===== src/hdl/iebk_pkg.sv =====
// Purpose: Constants and types for the interrupt enable and request bank
// Assumes: 4-bit registers reached on an 8-bit register address
// Notes: Source index 11 down to 0 follows the enable bit order
`default_nettype none
package iebk_pkg;
  localparam int unsigned DATA_W = 4;
  localparam int unsigned ADDR_W = 8;
  localparam int unsigned NUM_SRC = 12;
  localparam int unsigned NUM_PINS = 6;
  localparam int unsigned FLAG_BIT = 0;

  localparam logic [7:0] ENABLE_ONE_ADDR = 8'h2d;
  localparam logic [7:0] ENABLE_TWO_ADDR = 8'h2e;
  localparam logic [7:0] ENABLE_THREE_ADDR = 8'h2f;
  localparam logic [7:0] SERIAL3_REQ_ADDR = 8'h34;
  localparam logic [7:0] SERIAL2_REQ_ADDR = 8'h35;
  localparam logic [7:0] TIMER3_REQ_ADDR = 8'h36;
  localparam logic [7:0] TIMER2_REQ_ADDR = 8'h37;
  localparam logic [7:0] TIMER1_REQ_ADDR = 8'h38;
  localparam logic [7:0] REQ_LAST_ADDR = 8'h3f;

  localparam logic [3:0] ENABLE_RESET = 4'h0;
  localparam logic FLAG_RESET = 1'b0;
  localparam logic [3:0] UNMAPPED_READ = 4'h0;

  localparam int unsigned SRC_SERIAL3 = 11;
  localparam int unsigned SRC_SERIAL2 = 10;
  localparam int unsigned SRC_TIMER3 = 9;
  localparam int unsigned SRC_TIMER2 = 8;
  localparam int unsigned SRC_TIMER1 = 7;
  localparam int unsigned SRC_TIMER0 = 6;
  localparam int unsigned SRC_PIN4 = 5;
  localparam int unsigned SRC_CHIP_ENABLE = 0;

  typedef struct packed {
    logic [7:0] addr;
    logic [3:0] writeData;
    logic writeStrobe;
    logic readStrobe;
  } iebk_bus_req_type;
endpackage : iebk_pkg
`default_nettype wire


===== src/hdl/iebk_sync.sv =====
// Purpose: Two-stage synchroniser for asynchronous pin levels
// Assumes: Inputs are slow levels from pins
// Notes: First stage feeds only the second stage
`timescale 1ns/1ns
`default_nettype none
module iebk_sync #(
  parameter int unsigned WIDTH = 6
) (
  // System
  input wire logic clock,
  input wire logic arst_n,
  // Levels
  input wire logic [WIDTH-1:0] asyncIn,
  output logic [WIDTH-1:0] syncOut
);
  logic [WIDTH-1:0] stageOne_reg;
  logic [WIDTH-1:0] stageTwo_reg;

  always_ff @(posedge clock or negedge arst_n) begin
    if (!arst_n) begin
      stageOne_reg <= '0;
      stageTwo_reg <= '0;
    end else begin
      stageOne_reg <= asyncIn;
      stageTwo_reg <= stageOne_reg;
    end
  end

  assign syncOut = stageTwo_reg;
endmodule : iebk_sync
`default_nettype wire


===== src/hdl/iebk_flag.sv =====
// Purpose: One sticky interrupt request flag
// Assumes: All inputs on the clock domain
// Notes: Wipe beats set, set beats a software clear
`timescale 1ns/1ns
`default_nettype none
module iebk_flag (
  // System
  input wire logic clock,
  input wire logic arst_n,
  // Control
  input wire logic wipe,
  input wire logic setPulse,
  input wire logic clearPulse,
  // State
  output logic flag
);
  logic flag_reg;
  logic flag_next;

  always_comb begin
    flag_next = flag_reg;
    if (wipe) begin
      flag_next = iebk_pkg::FLAG_RESET;
    end else if (setPulse) begin
      flag_next = 1'b1;
    end else if (clearPulse) begin
      flag_next = 1'b0;
    end
  end

  always_ff @(posedge clock or negedge arst_n) begin
    if (!arst_n) begin
      flag_reg <= iebk_pkg::FLAG_RESET;
    end else begin
      flag_reg <= flag_next;
    end
  end

  assign flag = flag_reg;

  a_set_beats_clear: assert property ( // [RULE10]
    @(posedge clock) disable iff (!arst_n)
    setPulse && clearPulse && !wipe |=> flag)
    else $error("Clear in the set cycle lost the event");
endmodule : iebk_flag
`default_nettype wire


===== src/hdl/iebk_bank.sv =====
// Purpose: Interrupt enable and request register bank
// Assumes: Register port and peripheral events on clock; pins asynchronous
// Notes: Pin requests latch on rising edges of the synchronised level
// Functional notes
// RULE1: Serial 3 interrupt passes only while its enable bit is one.
// RULE2: Serial 2 interrupt is gated by its own enable bit.
// RULE3: Timers 3 to 0 each have their own enable bit.
// RULE4: Each of the five external pins has its own enable bit.
// RULE5: Chip-enable pin interrupt has its own enable bit.
// RULE6: Serial 3 request register shows the flag in bit 0, zeros above.
// RULE7: Timer 3 request register shows its flag, other bits zero.
// RULE8: Timer 2 request register shows its flag, other bits zero.
// RULE9: Power-on and watchdog/stack reset clear enables and flags; others retain.
// RULE10: A source interrupts only with both its flag and enable at one.
`timescale 1ns/1ns
`default_nettype none
module iebk_bank (
  // System
  input wire logic clock,
  input wire logic arst_n,
  input wire logic wdtStackReset,
  // Register port
  input wire iebk_pkg::iebk_bus_req_type busReq,
  output logic [3:0] readData,
  // Internal sources, one-cycle pulses
  input wire logic serial3Event,
  input wire logic serial2Event,
  input wire logic [3:0] timerEvent,
  // External pins, asynchronous levels
  input wire logic [4:0] extIrqPin,
  input wire logic chipEnablePin,
  // Requests to the processor
  output logic [11:0] sourceRequest,
  output logic irq
);
  logic [3:0] enableOne_reg;
  logic [3:0] enableOne_next;
  logic [3:0] enableTwo_reg;
  logic [3:0] enableTwo_next;
  logic [3:0] enableThree_reg;
  logic [3:0] enableThree_next;
  logic [3:0] readData_reg;
  logic [3:0] readData_next;
  logic [5:0] pinLast_reg;
  logic [5:0] pinLast_next;
  logic [2:0] pinPrimed_reg;
  logic [2:0] pinPrimed_next;
  logic causeSeen;
  logic [5:0] pinSync;
  logic [5:0] pinRise;
  logic [11:0] setVec;
  logic [11:0] clearVec;
  logic [11:0] flagVec;
  logic [11:0] enableVec;
  logic writeHit;
  logic readHit;
  logic reqRange;
  logic [7:0] reqOffset;
  logic [3:0] reqIndex;

  // Pin levels cross into the clock domain first
  iebk_sync #(
    .WIDTH(iebk_pkg::NUM_PINS)
  ) u_pin_sync (
    .clock(clock),
    .arst_n(arst_n),
    .asyncIn({extIrqPin, chipEnablePin}),
    .syncOut(pinSync)
  );

  // Edge detect stays shut for three edges after reset, until the
  // synchroniser and the history both hold the real pin level;
  // otherwise a pin already high at release looks like a rise
  always_comb begin
    pinLast_next = pinSync;
    pinPrimed_next = {pinPrimed_reg[1:0], 1'b1};
  end

  always_ff @(posedge clock or negedge arst_n) begin
    if (!arst_n) begin
      pinLast_reg <= '0;
      pinPrimed_reg <= '0;
    end else begin
      pinLast_reg <= pinLast_next;
      pinPrimed_reg <= pinPrimed_next;
    end
  end

  assign pinRise = pinPrimed_reg[2] ? (pinSync & ~pinLast_reg) : '0;

  // Source order matches the enable bit order, serial 3 highest
  assign setVec = {serial3Event, serial2Event, timerEvent, pinRise};
  assign enableVec = {enableOne_reg, enableTwo_reg, enableThree_reg}; // [RULE3] [RULE4] [RULE5]

  // Request window decode
  assign writeHit = busReq.writeStrobe;
  assign readHit = busReq.readStrobe;
  assign reqRange = (busReq.addr >= iebk_pkg::SERIAL3_REQ_ADDR) &&
                    (busReq.addr <= iebk_pkg::REQ_LAST_ADDR);
  assign reqOffset = busReq.addr - iebk_pkg::SERIAL3_REQ_ADDR;
  assign reqIndex = 4'(iebk_pkg::SRC_SERIAL3) - reqOffset[3:0];

  // Writing a one to the flag bit clears that request
  always_comb begin
    clearVec = '0;
    if (writeHit && reqRange && busReq.writeData[iebk_pkg::FLAG_BIT]) begin
      clearVec[reqIndex] = 1'b1;
    end
  end

  genvar gi;
  generate
    for (gi = 0; gi < iebk_pkg::NUM_SRC; gi++) begin : g_flag
      iebk_flag u_flag (
        .clock(clock),
        .arst_n(arst_n),
        .wipe(wdtStackReset), // [RULE9]
        .setPulse(setVec[gi]),
        .clearPulse(clearVec[gi]),
        .flag(flagVec[gi])
      );
    end
  endgenerate

  // Enable registers
  always_comb begin
    enableOne_next = enableOne_reg;
    enableTwo_next = enableTwo_reg;
    enableThree_next = enableThree_reg;
    if (wdtStackReset) begin
      enableOne_next = iebk_pkg::ENABLE_RESET; // [RULE9]
      enableTwo_next = iebk_pkg::ENABLE_RESET;
      enableThree_next = iebk_pkg::ENABLE_RESET;
    end else if (writeHit) begin
      case (busReq.addr)
        iebk_pkg::ENABLE_ONE_ADDR: begin
          enableOne_next = busReq.writeData; // [RULE1] [RULE2] [RULE3]
        end
        iebk_pkg::ENABLE_TWO_ADDR: begin
          enableTwo_next = busReq.writeData; // [RULE3] [RULE4]
        end
        iebk_pkg::ENABLE_THREE_ADDR: begin
          enableThree_next = busReq.writeData; // [RULE4] [RULE5]
        end
        default: begin
          enableOne_next = enableOne_reg;
        end
      endcase
    end
  end

  // Read data stand in the cycle after the strobe only
  always_comb begin
    readData_next = iebk_pkg::UNMAPPED_READ;
    if (readHit) begin
      case (busReq.addr)
        iebk_pkg::ENABLE_ONE_ADDR: begin
          readData_next = enableOne_reg;
        end
        iebk_pkg::ENABLE_TWO_ADDR: begin
          readData_next = enableTwo_reg;
        end
        iebk_pkg::ENABLE_THREE_ADDR: begin
          readData_next = enableThree_reg;
        end
        default: begin
          if (reqRange) begin
            readData_next = {3'h0, flagVec[reqIndex]}; // [RULE6] [RULE7] [RULE8]
          end
        end
      endcase
    end
  end

  // Chip-enable reset and clock stop have no port: contents simply hold
  always_ff @(posedge clock or negedge arst_n) begin
    if (!arst_n) begin
      enableOne_reg <= iebk_pkg::ENABLE_RESET; // [RULE9]
      enableTwo_reg <= iebk_pkg::ENABLE_RESET;
      enableThree_reg <= iebk_pkg::ENABLE_RESET;
      readData_reg <= iebk_pkg::UNMAPPED_READ;
    end else begin
      enableOne_reg <= enableOne_next;
      enableTwo_reg <= enableTwo_next;
      enableThree_reg <= enableThree_next;
      readData_reg <= readData_next;
    end
  end

  assign readData = readData_reg;
  assign sourceRequest = flagVec & enableVec; // [RULE1] [RULE2] [RULE10]
  assign irq = |sourceRequest; // [RULE10]
  // Anything that may legally raise the interrupt in the next cycle
  assign causeSeen = (setVec != 12'h000) || writeHit;

  a_serial3_blocked: assert property ( // [RULE1]
    @(posedge clock) disable iff (!arst_n)
    !enableOne_reg[3] |-> !sourceRequest[iebk_pkg::SRC_SERIAL3])
    else $error("Serial 3 request passed with enable low");

  a_serial3_passes: assert property ( // [RULE1]
    @(posedge clock) disable iff (!arst_n)
    serial3Event && !wdtStackReset && enableOne_next[3]
    |=> sourceRequest[iebk_pkg::SRC_SERIAL3] && irq)
    else $error("Enabled serial 3 event raised no request");

  a_serial2_gate: assert property ( // [RULE2]
    @(posedge clock) disable iff (!arst_n)
    serial2Event && !wdtStackReset
    |=> sourceRequest[iebk_pkg::SRC_SERIAL2] == enableOne_reg[2])
    else $error("Serial 2 request does not follow its enable");

  a_timer_gate: assert property ( // [RULE3]
    @(posedge clock) disable iff (!arst_n)
    timerEvent[0] && !wdtStackReset
    |=> sourceRequest[iebk_pkg::SRC_TIMER0] == enableTwo_reg[2])
    else $error("Timer 0 request does not follow its enable");

  a_timer_hold: assert property ( // [RULE3]
    @(posedge clock) disable iff (!arst_n)
    timerEvent[1] && !wdtStackReset && !enableTwo_next[3]
    |=> flagVec[iebk_pkg::SRC_TIMER1] && !sourceRequest[iebk_pkg::SRC_TIMER1])
    else $error("Disabled timer 1 flag wrong");

  a_pin_latch: assert property ( // [RULE4]
    @(posedge clock) disable iff (!arst_n)
    pinRise[iebk_pkg::SRC_PIN4] && !wdtStackReset
    |=> flagVec[iebk_pkg::SRC_PIN4]
        && sourceRequest[iebk_pkg::SRC_PIN4] == enableTwo_reg[1])
    else $error("Pin 4 edge not latched or gated");

  a_chip_enable_gate: assert property ( // [RULE5]
    @(posedge clock) disable iff (!arst_n)
    !enableThree_reg[0] |-> !sourceRequest[iebk_pkg::SRC_CHIP_ENABLE])
    else $error("Chip-enable request passed with enable low");

  a_serial3_read: assert property ( // [RULE6]
    @(posedge clock) disable iff (!arst_n)
    readHit && busReq.addr == iebk_pkg::SERIAL3_REQ_ADDR
    |=> readData == {3'h0, $past(flagVec[iebk_pkg::SRC_SERIAL3])})
    else $error("Serial 3 request read wrong");

  a_timer3_read: assert property ( // [RULE7]
    @(posedge clock) disable iff (!arst_n)
    readHit && busReq.addr == iebk_pkg::TIMER3_REQ_ADDR
    |=> readData[3:1] == 3'h0
        && readData[0] == $past(flagVec[iebk_pkg::SRC_TIMER3]))
    else $error("Timer 3 request read wrong");

  a_timer2_read: assert property ( // [RULE8]
    @(posedge clock) disable iff (!arst_n)
    readHit && busReq.addr == iebk_pkg::TIMER2_REQ_ADDR
    |=> readData == {3'h0, $past(flagVec[iebk_pkg::SRC_TIMER2])})
    else $error("Timer 2 request read wrong");

  a_wdt_clears: assert property ( // [RULE9]
    @(posedge clock) disable iff (!arst_n)
    wdtStackReset |=> enableVec == 12'h000 && flagVec == 12'h000 && !irq)
    else $error("Watchdog reset left state behind");

  a_enable_holds: assert property ( // [RULE9]
    @(posedge clock) disable iff (!arst_n)
    !wdtStackReset && !writeHit |=> $stable(enableVec))
    else $error("Enable bits changed without a write");

  a_irq_cause: assert property ( // [RULE10]
    @(posedge clock) disable iff (!arst_n)
    $rose(irq) |-> $past(causeSeen))
    else $error("Interrupt rose with no event or enable write");

  a_read_once: assert property ( // [RULE6]
    @(posedge clock) disable iff (!arst_n)
    !readHit |=> readData == 4'h0)
    else $error("Read data stood beyond one cycle");

  a_serial2_blocked: assert property ( // [RULE2]
    @(posedge clock) disable iff (!arst_n)
    !enableOne_reg[2] |-> !sourceRequest[iebk_pkg::SRC_SERIAL2])
    else $error("Serial 2 request passed with enable low");

  a_timer_blocked: assert property ( // [RULE3]
    @(posedge clock) disable iff (!arst_n)
    (sourceRequest[9:6] & ~{enableOne_reg[1:0], enableTwo_reg[3:2]}) == 4'h0)
    else $error("Timer request passed with enable low");

  a_pin_blocked: assert property ( // [RULE4]
    @(posedge clock) disable iff (!arst_n)
    (sourceRequest[5:1] & ~{enableTwo_reg[1:0], enableThree_reg[3:1]}) == 5'h00)
    else $error("Pin request passed with enable low");

  a_enable_one_write: assert property ( // [RULE1]
    @(posedge clock) disable iff (!arst_n)
    writeHit && busReq.addr == iebk_pkg::ENABLE_ONE_ADDR && !wdtStackReset
    |=> enableOne_reg == $past(busReq.writeData))
    else $error("Enable one write did not land");

  a_enable_two_write: assert property ( // [RULE3]
    @(posedge clock) disable iff (!arst_n)
    writeHit && busReq.addr == iebk_pkg::ENABLE_TWO_ADDR && !wdtStackReset
    |=> enableTwo_reg == $past(busReq.writeData))
    else $error("Enable two write did not land");

  a_enable_three_write: assert property ( // [RULE5]
    @(posedge clock) disable iff (!arst_n)
    writeHit && busReq.addr == iebk_pkg::ENABLE_THREE_ADDR && !wdtStackReset
    |=> enableThree_reg == $past(busReq.writeData))
    else $error("Enable three write did not land");

  a_serial3_clear: assert property ( // [RULE6]
    @(posedge clock) disable iff (!arst_n)
    writeHit && busReq.addr == iebk_pkg::SERIAL3_REQ_ADDR && busReq.writeData[0]
    && !serial3Event |=> !flagVec[iebk_pkg::SRC_SERIAL3])
    else $error("Serial 3 flag not cleared by a one");

  a_serial3_set_wins: assert property ( // [RULE6]
    @(posedge clock) disable iff (!arst_n)
    writeHit && busReq.addr == iebk_pkg::SERIAL3_REQ_ADDR && serial3Event
    && !wdtStackReset |=> flagVec[iebk_pkg::SRC_SERIAL3])
    else $error("Serial 3 event lost to a clear");

  a_zero_write_keeps: assert property ( // [RULE6]
    @(posedge clock) disable iff (!arst_n)
    writeHit && busReq.addr == iebk_pkg::SERIAL3_REQ_ADDR && !busReq.writeData[0]
    && !serial3Event && !wdtStackReset |=> $stable(flagVec[iebk_pkg::SRC_SERIAL3]))
    else $error("Writing zero changed the serial 3 flag");

  a_timer3_clear: assert property ( // [RULE7]
    @(posedge clock) disable iff (!arst_n)
    writeHit && busReq.addr == iebk_pkg::TIMER3_REQ_ADDR && busReq.writeData[0]
    && !timerEvent[3] |=> !flagVec[iebk_pkg::SRC_TIMER3])
    else $error("Timer 3 flag not cleared by a one");

  a_timer2_clear: assert property ( // [RULE8]
    @(posedge clock) disable iff (!arst_n)
    writeHit && busReq.addr == iebk_pkg::TIMER2_REQ_ADDR && busReq.writeData[0]
    && !timerEvent[2] |=> !flagVec[iebk_pkg::SRC_TIMER2])
    else $error("Timer 2 flag not cleared by a one");

  a_chip_enable_latch: assert property ( // [RULE5]
    @(posedge clock) disable iff (!arst_n)
    pinRise[iebk_pkg::SRC_CHIP_ENABLE] && !wdtStackReset
    |=> flagVec[iebk_pkg::SRC_CHIP_ENABLE]
        && sourceRequest[iebk_pkg::SRC_CHIP_ENABLE] == enableThree_reg[0])
    else $error("Chip-enable edge not latched or gated");

  a_irq_follows: assert property ( // [RULE10]
    @(posedge clock) disable iff (!arst_n)
    flagVec[iebk_pkg::SRC_TIMER3] && enableOne_reg[1] |-> irq)
    else $error("Enabled timer 3 flag raised no interrupt");

  a_irq_idle: assert property ( // [RULE10]
    @(posedge clock) disable iff (!arst_n)
    enableVec == 12'h000 |-> !irq)
    else $error("Interrupt with every enable low");
endmodule : iebk_bank
`default_nettype wire


===== config.mk =====
export PLATFORM = sky130hd
export DESIGN_NAME = iebk_bank
export DESIGN_NICKNAME = d
export VERILOG_FILES = /design/src/hdl/iebk_pkg.sv /design/src/hdl/iebk_sync.sv /design/src/hdl/iebk_flag.sv /design/src/hdl/iebk_bank.sv
export SDC_FILE = /design/constraint.sdc
export NUM_CORES = 1
export LEC_CHECK = 0
export BUFFER_PORTS_ARGS = -buffer_cell sky130_fd_sc_hd__buf_2
export CAP_MARGIN = 20
export CORE_ASPECT_RATIO = 1.1
export CORE_UTILIZATION = 30
export DETAILED_ROUTE_END_ITERATION = 16
export PLACE_DENSITY = 0.55
export SLEW_MARGIN = 20
export SYNTH_ARGS = -nofsm -noshare
export SYNTH_HDL_FRONTEND = slang
export SYNTH_HIERARCHICAL = 1
export SYNTH_SLANG_ARGS = --single-unit

===== constraint.sdc =====
create_clock -name clock -period 2.2 [get_ports clock]
set_clock_uncertainty 0.15 [all_clocks]
set_input_delay 0.33 -clock clock [delete_from_list [all_inputs] [get_ports clock]]
set_output_delay 0.33 -clock clock [all_outputs]
set_load 0.01 [all_outputs]

**Word-level counts from Yosys, hierarchy flattened**

Cells that the tools add are included.
W data, S select, Z words.

- $add $sub $neg: 2
- Multiply operators: 0
- Div/mod/pow operators: 0
- Order comparisons: 4
- Equality and inequality tests: 3
- Shifts and indexed selects: 0
- Mux-type cells: 54
- Bitwise logic cells: 3
- Reductions and logical operators: 24

Operators with widths:

| cell | count |
|---|---|
| $mux W4 | 10 |
| $mux W1 | 39 |
| $reduce_bool A3 Y1 | 12 |
| $eq A8 B6 Y1 const B | 3 |
| $and A12 B12 Y12 | 1 |
| $mux W12 | 1 |
| $pmux W4 S3 | 1 |
| $reduce_or A12 Y1 | 1 |
| $ge A8 B6 Y1 const B | 1 |
| $le A8 B6 Y1 const B | 1 |
| $reduce_bool A2 Y1 | 4 |
| $and A6 B6 Y6 | 1 |
| $mux W6 | 1 |
| $not A6 Y6 | 1 |
| $reduce_and A2 Y1 | 3 |
| $lt A4 B5 Y1 const B | 1 |
| $bmux W1 S4 | 1 |
| $demux W1 S4 | 1 |
| $ge A4 B1 Y1 const B | 1 |
| $logic_and A1 B1 Y1 | 4 |
| $sub A4 B3 Y4 const B | 1 |
| $sub A4 B4 Y4 const A | 1 |

- Bits in registers: 49
- Bits in latches: 0
- Bits in writable memories: 0
- ROM bits: 0
- Input port bits: 29
- Word-level logic and storage cells: 110
- Memories kept: 0

**Logic depth before layout (Yosys ltp)**

Gate-level depths: netlist (run 1).

- Word-level depth: 10
- Depth in mapped cells: 6

**Hierarchy**

The synthesis (run 1) kept the hierarchy.

By module, submodules not included:

| module | times used | cells each | area each (um2) | sequential area each (um2) |
|---|---|---|---|---|
| iebk_bank | 1 | 132 | 1361.3 | 625.6 |
| iebk_flag | 12 | 4 | 43.8 | 25.0 |
| iebk_sync | 1 | 12 | 300.3 | 300.3 |

**Worst setup path before layout (run 1)**

No wires, ideal clock.

- Path type: input port to flip-flop
- Start point: input busReq[12] (netlist name)
- End point: register g_flag[11].u_flag.flag_reg
- Setup time: 0.117 ns
- Data arrival time: 1.359 ns
- Required time: 1.933 ns
- Path slack: 0.574 ns
- Stages: 6
- Buffers on the path: 0
- Cell sequence: nor3b_2 > and4b_1 > nand4_1 > nor3_1 > nand2b_1 > a21oi_2

- Cells in the longest elaborated chain, start to end: 6
- Elaborated cells between the ends (all ways): 7

RTL lines:

| item | line | RTL |
|---|---|---|
| from (decl) | iebk_bank.sv:23 | `input wire iebk_pkg::iebk_bus_req_type busReq,` |
| $ge A8 B6 Y1 or $le A8 B6 Y1 (tied branches) | iebk_bank.sv:98, iebk_bank.sv:99 |  |
| $logic_and A1 B1 Y1 (*) | iebk_bank.sv:98 | `assign reqRange = (busReq.addr >= iebk_pkg::SERIAL3_REQ_ADDR) &&` |
| $logic_and A1 B1 Y1 (*) (2 in a row) | iebk_bank.sv:106 | `if (writeHit && reqRange && busReq.writeData[iebk_pkg::FLAG_BIT]) begin` |
| $mux W12 (*) | iebk_bank.sv:106 |  |
| net clearVec[11] | iebk_bank.sv:52 | `logic [11:0] clearVec;` |
| $reduce_bool A3 Y1 (no line) (*) | - |  |
| to (signal assigned) | iebk_flag.sv:33 | `flag_reg <= iebk_pkg::FLAG_RESET;` |
| to (signal assigned) | iebk_flag.sv:35 | `flag_reg <= flag_next;` |
| to (decl) | iebk_flag.sv:17 | `logic flag_reg;` |

Mark *: on every way through the listed nets, which the timed path passes. The rest lies on a longest branch.
A chain may end at the register's enable or synchronous reset.

**Worst setup path after layout (run 1)**

- Start point: register enableOne_reg[2]
- End point: output irq

- Cells in the longest elaborated chain, start to end: 2

RTL lines:

| item | line | RTL |
|---|---|---|
| from (decl) | iebk_bank.sv:36 | `logic [3:0] enableOne_reg;` |
| from (signal assigned) | iebk_bank.sv:178 | `enableOne_reg <= iebk_pkg::ENABLE_RESET;` |
| from (signal assigned) | iebk_bank.sv:183 | `enableOne_reg <= enableOne_next;` |
| $and A12 B12 Y12 | iebk_bank.sv:191 | `assign sourceRequest = flagVec & enableVec;` |
| $reduce_or A12 Y1 | iebk_bank.sv:192 | `assign irq = \|sourceRequest;` |
| to (decl) | iebk_bank.sv:34 | `output logic irq` |

Every way passes these cells.

==> results.py, run 1 <==
metrics = {
    "die": {
        "core_area_sq_um": 7047,
        "rows": 32,
        "pin_count": 46,
        "die_y_microns": 91.55,
        "die_area_sq_um": 7636,
        "die_w_microns": 83.41,
        "start_util_pct": 31.04,
    },
    "cts": {
        "clock-sinks": 49,
        "cts_tree": "built",
        "clk_pin_slew_worst_paths_ns": 0.09,
        "cts_buffers": 5,
        "root_buffer": "clkbuf_8",
        "clock_latency_ns": 0.31,
        "post_cts_resize_count": 0,
        "clk_path_buf_depth": 2,
        "htree_levels": 2,
    },
    "placed_design": {
        "hpwl_microns": 3617,
        "gp_congestion": 0.7575,
        "place_ws_ns": 0.2679,
        "io_buffers": 45,
        "place_inst": 318,
    },
    "setup_path": {
        "cp_data_required_time_ns": 1.72,
        "r2r-end": "readData[0]$_DFF_PN0_",
        "endpoint_kind": "output pin",
        "cp_max_fo": 3,
        "critPathBufInv": 1,
        "cp-startpoint": "enableOne_reg[2]$_DFFE_PN0P_",
        "critical_path.endpoint": "irq",
        "reg2reg_slack_ns": 0.61,
        "slowest_stage": "dfrtp_1",
        "r2r_start": "g_flag[4].u_flag/flag$_DFFE_PN0P_",
        "critPathMaxStageDelay_ns": 0.41,
        "reg2regPathDepth": 4,
        "cp.depth": 4,
        "worst-setup-path-type": "reg -> out",
        "critical_path.top_delay_family": "simple AND/OR/NAND/NOR gates",
        "critPathArrivalTime_ns": 1.56,
        "worstPathCellList": "and2_1 > nor4_1 > nand4_1 > buf_2",
        "cp-start-kind": "flip-flop",
    },
    "finish": {
        "layout_commonest_cell": "dfrtp_1",
        "utilization_pct": 38.17,
        "nets": 276,
        "largest_register_ffs": 12,
        "drive_above_1_share_pct": 29.84,
        "final_cells": 333,
        "area_growth_pct": 23.00,
        "antenna_cells": 0,
        "layout_common_cells": "dfrtp_1, buf_2, nor2_1",
    },
    "global_routing": {
        "grt_remaining_overflow": 0,
        "grt_max_degree": 50,
        "grt_pass1_vias": 1613,
        "grt_antenna_before_repair": 0,
        "grt_usage_pct": 14.66,
        "grt_pass1_wl_microns": 8542,
    },
    "route": {
        "drtPass1Iterations": 4,
        "vias": 1542,
        "wire_per_inst_microns": 15.05,
        "ant_nets": 0,
        "wirelength_microns": 5010,
        "viasPerCell": 4.631,
        "drt_iter0_markers": 77,
        "route.detailed.drc": 0,
    },
    "sta": {
        "fin_setup_tns_ns": 0,
        "final.period_utilization_pct": 92.69,
        "worstMarginPinSlew_ns": 0.6275,
        "clock.fmax_mhz": 490.4,
        "rsz0062_at_grt": "false",
        "slew_headroom_pct": 58.17,
        "drv_slew": 0,
        "setup_slack_ns": 0.1607,
        "fin_crit_ns": 2.039,
        "finalHoldViolations": 0,
        "finalSetupViolations": 0,
    },
    "yosys": {
        "syn_area_per_cell_sq_um": 11.39,
        "syn-num-nets": 221,
        "synth-seq-cells": 49,
        "yosys_warnings": 6,
        "postSynthCellCount": 192,
        "yosys.cell_types.count": 30,
        "netlist_area_sq_um": 2187,
        "synth-seq-area-share_pct": 56.06,
    },
    "power_and_ir_drop": {
        "p_per_area_nw_per_um2": 655.4,
        "p_leak_uw": 0.001364,
        "total_power_uw": 1763,
        "ir_worst_vdd_v": 0.0003381,
    },
    "flow_run": {
        "cap_violations": 0,
    },
    "worst_hold_path": {
        "hp-class": "in -> reg",
        "min_from": "timerEvent[3]",
    },
    "outcome": {
        "status": "complete, no violations",
    },
}
==> report_power, final <==
| group | internal, uW | switching (uW) |
|---|---|---|
| clock | 347 | 328 |
| combinational | 61.4 | 78.4 |
| sequential | 933 | 16.1 |
| total | 1340 | 422 |
==> tightest hold or removal path, stage by stage <==
cell and delay, ns:
buf_2 0.09, inv_1 0.05, a21oi_2 0.04
==> layout make-up <==
| cell class | instances | area (sq um) |
|---|---|---|
| fillers | 728 | 4357 |
| flip-flops and latches | 49 | 1226 |
| multi-input cells | 124 | 878.3 |
| repair buffers | 55 | 317.8 |
| well taps | 85 | 106.4 |
| clock buffers | 5 | 68.82 |
| clock inverters | 3 | 47.55 |
| inverters | 12 | 45.04 |
==> layer usage <==
layer	part of all wire [%]	GRT usage [%]	up-vias	routed length, microns
met5	0	0	-	0
met4	2.1	5.650	0	104
met3	3.8	3.364	9	192
met2	47	22.61	37	2343
met1	47	20.06	732	2369
li1	-	-	764	-
==> cells in the mapped netlist, drive strengths merged <==
master | number | area [sq um]
a21oi | 12 | 105.1
a22oi | 4 | 30.03
a31oi | 1 | 6.260
and2 | 13 | 81.33
and3 | 1 | 6.260
and3b | 6 | 52.55
and4b | 1 | 10.01
buf | 4 | 26.27
clkbuf | 3 | 11.26
conb | 1 | 3.750
dfrtp | 49 | 1226
inv | 12 | 45.04
mux2 | 4 | 45.04
mux2i | 13 | 130.1
mux4 | 3 | 75.07
nand2 | 5 | 18.77
nand2b | 14 | 87.58
nand3 | 1 | 5.000
nand4 | 6 | 37.54
nand4b | 1 | 8.760
nor2 | 27 | 101.4
nor2b | 2 | 12.51
nor3 | 3 | 15.01
nor3b | 1 | 12.51
nor4 | 2 | 12.51
o2111ai | 1 | 8.760
o211ai | 1 | 7.510
o21ai | 1 | 5.000
==> cells by family (layout without fill, tap and decap cells) <==
kind of cell	Yosys count	count (layout)	synth area share, %
DFF	49	49	56.06
AOI/OAI and AO/OA	20	20	7.437
muxes	20	20	11.44
other	1	1	0.1715
and+or+nand+nor	83	83	21.11
buffers and inverters	19	75	3.775
==> worst min path at each step <==
stage	endpoint	cells past startpoint	slack, ns
6_report	g_flag[9].u_flag/flag$_DFFE_PN0P_	3	0.1
5_1_grt	g_flag[7].u_flag/flag$_DFFE_PN0P_	3	0.1
4_1_cts	g_flag[7].u_flag/flag$_DFFE_PN0P_	3	0.09
3_5_place_dp	u_pin_sync/syncOut[1]$_DFF_PN0_	0	0.18
3_3_place_gp	u_pin_sync/syncOut[3]$_DFF_PN0_	0	0.18
2_1_floorplan	enableOne_reg[0]$_DFFE_PN0P_	0	-0.12
==> through the flow <==
stage | cell area, sq um | hold slack [ns]
3_5_place_dp | 2504 | 0.1847
3_3_place_gp | 2504 | 0.1813
6_report | 2690 | 0.09713
5_1_grt | 2690 | 0.09967
2_1_floorplan | 2187 | -0.1156
4_1_cts | 2690 | 0.09423
==> timing repair <==
item / 4_1_cts / 5_1_grt
hold endpoints to repair: 38 / 0
hold buffers: 7 / 0
setup buffers: 0 / 0
Note: power is estimated with default switching activity, not from simulation.
==> inputs of run 2 (changes only) <==
--- a/config.mk
+++ b/config.mk
@@ -9,6 +9,7 @@
 export CAP_MARGIN = 20
 export CORE_ASPECT_RATIO = 1.1
 export CORE_UTILIZATION = 30
+export CTS_BUF_LIST = sky130_fd_sc_hd__clkbuf_4
 export DETAILED_ROUTE_END_ITERATION = 16
 export PLACE_DENSITY = 0.55
 export SLEW_MARGIN = 20
==> run 2 against run 1 <==
Against the previous run:
- combinational power barely moved
- sequential cell count did not move
- die area did not move
- non-clock buffer count did not move
- routed wire length barely moved
- sequential power barely moved
- clock power fell by 16%
- register-to-register slack barely moved
==> results.py, run 2 (synthesis results as in run 1) <==
metrics = {
    "power_and_ir_drop": {
        "clockPowerShare_pct": 34.1,
        "switching_share_pct": 24.85,
        "net-switching-power_uw": 410.8,
        "combPwrFrac_pct": 8.5,
        "p_per_area_nw_per_um2": 621.8,
        "p_int_uw": 1242,
        "ir_worst_vdd_v": 0.0002531,
        "p_leak_uw": 0.001351,
        "power_frac_seq_pct": 57.4,
    },
    "global_routing": {
        "grt_max_degree": 50,
        "busiest_layer": "met2",
        "grt_antenna_before_repair": 0,
        "grt_usage_pct": 14.57,
        "grt_pass1_wl_microns": 8507,
        "grt_remaining_overflow": 0,
        "grt_pass1_vias": 1616,
        "grtUsageMet1_pct": 20.06,
        "met2_usage_pct": 22.47,
        "grt_util_met3_pct": 3.091,
    },
    "route": {
        "vias": 1551,
        "drtPass1Iterations": 4,
        "wirelength_microns": 5008,
        "ant_nets": 0,
        "route.detailed.drc": 0,
        "viasPerCell": 4.658,
        "drt_iter0_markers": 92,
        "wire_per_inst_microns": 15.04,
    },
    "die": {
        "pin_count": 46,
        "start_util_pct": 31.04,
        "die_area_sq_um": 7636,
        "core_area_sq_um": 7047,
        "die_w_microns": 83.41,
        "rows": 32,
        "die_y_microns": 91.55,
    },
    "finish": {
        "fillers": 730,
        "final_cell_area_sq_um": 2659,
        "final_cells": 333,
        "drive_above_1_share_pct": 29.84,
        "utilization_pct": 37.73,
        "layout_commonest_cell": "dfrtp_1",
        "layout_common_cells": "dfrtp_1, buf_2, nor2_1",
        "area_growth_pct": 21.57,
        "nets": 276,
        "largest_register_ffs": 12,
        "antenna_cells": 0,
    },
    "setup_path": {
        "endpoint_kind": "output pin",
        "cp-start-kind": "flip-flop",
        "cp_max_fo": 3,
        "critPathArrivalTime_ns": 1.63,
        "cp-startpoint": "enableOne_reg[2]$_DFFE_PN0P_",
        "cp_data_required_time_ns": 1.72,
        "worst-setup-path-type": "reg -> out",
        "r2r_start": "g_flag[4].u_flag/flag$_DFFE_PN0P_",
    },
    "sta": {
        "fin_setup_tns_ns": 0,
        "finalSetupViolations": 0,
        "clock.fmax_mhz": 473.0,
        "final.period_utilization_pct": 96.10,
        "slew_headroom_pct": 57.85,
        "rsz0062_at_grt": "false",
        "whs_ns": 0.01521,
        "fin_crit_ns": 2.114,
        "drv_slew": 0,
        "worstMarginPinSlew_ns": 0.6323,
        "finalHoldViolations": 0,
    },
    "outcome": {
        "status": "complete, no violations",
    },
    "cts": {
        "root_buffer": "clkbuf_4",
        "cts_tree": "built",
        "cts_buffers": 5,
        "htree_levels": 2,
        "clk_path_buf_depth": 2,
        "clock_latency_ns": 0.38,
        "clock-sinks": 49,
        "clk_pin_slew_worst_paths_ns": 0.16,
        "postCtsSetupBuffers": 0,
    },
    "placed_design": {
        "place_inst": 318,
        "place_area_sq_um": 2504,
        "io_buffers": 45,
        "hpwl_microns": 3617,
        "gp_congestion": 0.7575,
    },
    "flow_run": {
        "cap_violations": 0,
    },
    "worst_hold_path": {
        "min_from": "timerEvent[1]",
        "hp-class": "in -> reg",
    },
}
==> run 2: critical path, cell delays in order (launching register included) <==
cell     delay, ns
dfrtp_1       0.43
and2_1        0.16
nor4_1        0.35
nand4_1       0.17
buf_2         0.17
==> run 2: per-layer routing <==
metal  vias up  part of all wire, %
li1        761                    -
met1       739                   48
met2        42                   46
met3         9                  4.4
met4         0                  2.1
met5         -                    0
==> run 2: area by class of cell <==
cell class | count | area (sq um) | share of cell area, %
Clock inverter | 3 | 47.55 | 1.788
Clock buffer | 5 | 37.54 | 1.412
Inverter | 12 | 45.04 | 1.694
Multi-Input combinational cell | 124 | 878.3 | 33.04
Timing Repair Buffer | 55 | 317.8 | 11.95
Tap cell | 85 | 106.4 | 4.000
Sequential cell | 49 | 1226 | 46.12
==> run 2: worst paths after layout <==
path                                                      end  slack, ns  cells past startpoint
setup / recovery                                          irq       0.09                      4
hold / removal              g_flag[7].u_flag/flag$_DFFE_PN0P_       0.02                      3
setup reg to reg                        readData[0]$_DFF_PN0_       0.60                      4
hold reg to reg                    pinPrimed_reg[2]$_DFF_PN0_       0.22                      0
max in group asynchronous  g_flag[10].u_flag/flag$_DFFE_PN0P_       1.05                      3
min in group asynchronous   g_flag[1].u_flag/flag$_DFFE_PN0P_       0.43                      3
==> run 2: power by group through the flow <==
stage | Clock (uW) | Sequential [uW] | Combinational, uW
6_report | 564 | 950 | 140
5_1_grt | 613 | 956 | 159
3_3_place_gp | 0 | 967 | 132
3_5_place_dp | 0 | 968 | 133
2_1_floorplan | 0 | 961 | 67.1
4_1_cts | 583 | 950 | 143
==> run 2: timing repair <==
action | 4_1_cts | 5_1_grt
hold endpoints to repair | 55 | 0
gates resized for setup | 0 | 0
hold buffers | 7 | 0
==> run 2: per-stage QoR <==
stage,setup slack [ns],power (uW)
after global placement,0.3149,1098
after detailed placement,0.2679,1100
final,0.08589,1653
after CTS,0.05689,1676
after floorplan,0.5738,1028
after global routing,0.004027,1729
==> inputs of run 3 (changes only) <==
--- a/config.mk
+++ b/config.mk
@@ -7,11 +7,14 @@
 export LEC_CHECK = 0
 export BUFFER_PORTS_ARGS = -buffer_cell sky130_fd_sc_hd__buf_2
 export CAP_MARGIN = 20
+export CELL_PAD_IN_SITES_DETAIL_PLACEMENT = 1
+export CELL_PAD_IN_SITES_GLOBAL_PLACEMENT = 2
 export CORE_ASPECT_RATIO = 1.1
 export CORE_UTILIZATION = 30
 export CTS_BUF_LIST = sky130_fd_sc_hd__clkbuf_4
 export DETAILED_ROUTE_END_ITERATION = 16
-export PLACE_DENSITY = 0.55
+export PLACE_DENSITY = 0.75
+export REMOVE_ABC_BUFFERS = 1
 export SLEW_MARGIN = 20
 export SYNTH_ARGS = -nofsm -noshare
 export SYNTH_HDL_FRONTEND = slang
==> run 3 against run 2 <==
Against the previous run:
- first-iteration DRC count is 39% lower
- power decreased by 8.0%
- sequential share of layout area down 0.15 points
- critical path depth did not move
- combinational power increased by 6%
- design area rose by 0.33%
- largest power group unchanged
- critical endpoint unchanged
- utilization rose by 0.12 points
==> results.py, run 3 (synthesis results as in run 1) <==
metrics = {
    "setup_path": {
        "cp-start-kind": "flip-flop",
        "cp_data_required_time_ns": 1.72,
        "cp_max_fo": 3,
        "endpoint_kind": "output pin",
        "worst-setup-path-type": "reg -> out",
        "critPathArrivalTime_ns": 1.61,
        "reg2regPathDepth": 4,
    },
    "finish": {
        "drive_above_1_share_pct": 31.08,
        "final_cells": 336,
        "nets": 279,
        "layout_commonest_cell": "dfrtp_1",
        "antenna_cells": 0,
        "area_growth_pct": 21.97,
        "largest_register_ffs": 12,
        "layout_common_cells": "dfrtp_1, buf_2, nor2_1",
    },
    "sta": {
        "drv_slew": 0,
        "worstMarginPinSlew_ns": 0.5883,
        "fin_setup_tns_ns": 0,
        "fin_crit_ns": 2.094,
        "setup_slack_ns": 0.1062,
        "whs_ns": 0.03065,
        "finalSetupViolations": 0,
        "final.period_utilization_pct": 95.17,
        "slew_headroom_pct": 60.78,
        "clock.fmax_mhz": 477.6,
        "finalHoldViolations": 0,
        "rsz0062_at_grt": "false",
    },
    "power_and_ir_drop": {
        "ir_worst_vdd_v": 0.0002902,
        "switching_share_pct": 25.99,
        "net-switching-power_uw": 395.4,
        "power_frac_seq_pct": 62.5,
        "clockPowerShare_pct": 27.8,
        "total_power_uw": 1521,
        "p_per_area_nw_per_um2": 570.3,
        "combPwrFrac_pct": 9.7,
        "p_int_uw": 1126,
        "p_leak_uw": 0.001357,
    },
    "die": {
        "pin_count": 46,
        "die_y_microns": 91.55,
        "rows": 32,
        "die_area_sq_um": 7636,
        "core_area_sq_um": 7047,
        "die_w_microns": 83.41,
        "start_util_pct": 31.04,
    },
    "cts": {
        "clock-sinks": 49,
        "root_buffer": "clkbuf_4",
        "clock_latency_ns": 0.37,
        "cts_buffers": 5,
        "cts_tree": "built",
        "clk_pin_slew_worst_paths_ns": 0.15,
        "htree_levels": 2,
        "clk_path_buf_depth": 2,
    },
    "global_routing": {
        "grt_usage_pct": 15.12,
        "grt_max_degree": 25,
        "grt_pass1_vias": 1689,
        "met2_usage_pct": 23.98,
        "grt_pass1_wl_microns": 8907,
        "grt_util_met3_pct": 3.273,
        "grt_remaining_overflow": 0,
        "grtUsageMet1_pct": 20.82,
        "busiest_layer": "met2",
        "grt_antenna_before_repair": 0,
    },
    "route": {
        "drt_iter0_markers": 56,
        "drtPass1Iterations": 4,
        "ant_nets": 0,
        "wirelength_microns": 5289,
        "route.detailed.drc": 0,
        "wire_per_inst_microns": 15.74,
        "vias": 1625,
        "viasPerCell": 4.836,
    },
    "outcome": {
        "status": "complete, no violations",
    },
    "worst_hold_path": {
        "hp-class": "in -> reg",
        "min_path_cells": 3,
    },
    "placed_design": {
        "io_buffers": 45,
        "place_ws_ns": 0.3831,
        "place_inst": 320,
        "hpwl_microns": 3945,
        "gp_congestion": 0.7699,
    },
    "flow_run": {
        "cap_violations": 0,
    },
}
[run 3: power by group through the flow]
stage	Clock, uW	Combinational, uW	Sequential [uW]
5_1_grt	480	165	956
2_1_floorplan	0	52.5	961
4_1_cts	447	150	952
3_3_place_gp	0	137	967
3_5_place_dp	0	139	969
6_report	423	148	950
[run 3: timing repair]
item / 4_1_cts / 5_1_grt
setup buffers: 0 / 1
setup endpoints to repair: 0 / 1
hold buffers: 7 / 0
resized for setup: 0 / 2
hold endpoints to repair: 22 / 0
[run 3: worst paths after layout]
path | slack [ns] | end | from
max | 0.11 | irq | enableOne_reg[1]$_DFFE_PN0P_
min reg2reg | 0.22 | u_pin_sync/syncOut[4]$_DFF_PN0_ | u_pin_sync/stageOne_reg[4]$_DFF_PN0_
min in group asynchronous | 0.26 | enableOne_reg[2]$_DFFE_PN0P_ | arst_n
min | 0.03 | g_flag[10].u_flag/flag$_DFFE_PN0P_ | serial2Event
max in group asynchronous | 1.03 | enableOne_reg[0]$_DFFE_PN0P_ | arst_n
max reg2reg | 0.62 | readData[0]$_DFF_PN0_ | g_flag[4].u_flag/flag$_DFFE_PN0P_
[run 3: metal layers]
| metal | wire length (microns) | share of wire, % |
|---|---|---|
| met1 | 2454 | 46 |
| met2 | 2525 | 48 |
| met3 | 247 | 4.7 |
| met4 | 62 | 1.2 |
| met5 | 0 | 0 |
[run 3: through the flow]
| step | utilization [%] | instance area [sq um] |
|---|---|---|
| final | 37.86 | 2668 |
| after global routing | 37.86 | 2668 |
| after CTS | 37.57 | 2648 |
| after detailed placement | 35.74 | 2519 |
| after global placement | 35.74 | 2519 |
| after floorplan | - | 2150 |
[run 3: cell type report]
class / count / area, sq um
clock buffer: 5 / 37.54
sequential: 49 / 1226
fill: 808 / 4379
multi-input combinational: 124 / 890.9
inverter: 12 / 45.04
clock inverter: 3 / 21.27
timing repair buffer: 58 / 340.3
tap: 85 / 106.4
[run 3: critical path, stage by stage, from the launching register on]
cell and delay (ns):
dfrtp_1 0.42, and2_1 0.18, nor4_2 0.31, nand4_1 0.17, buf_2 0.18
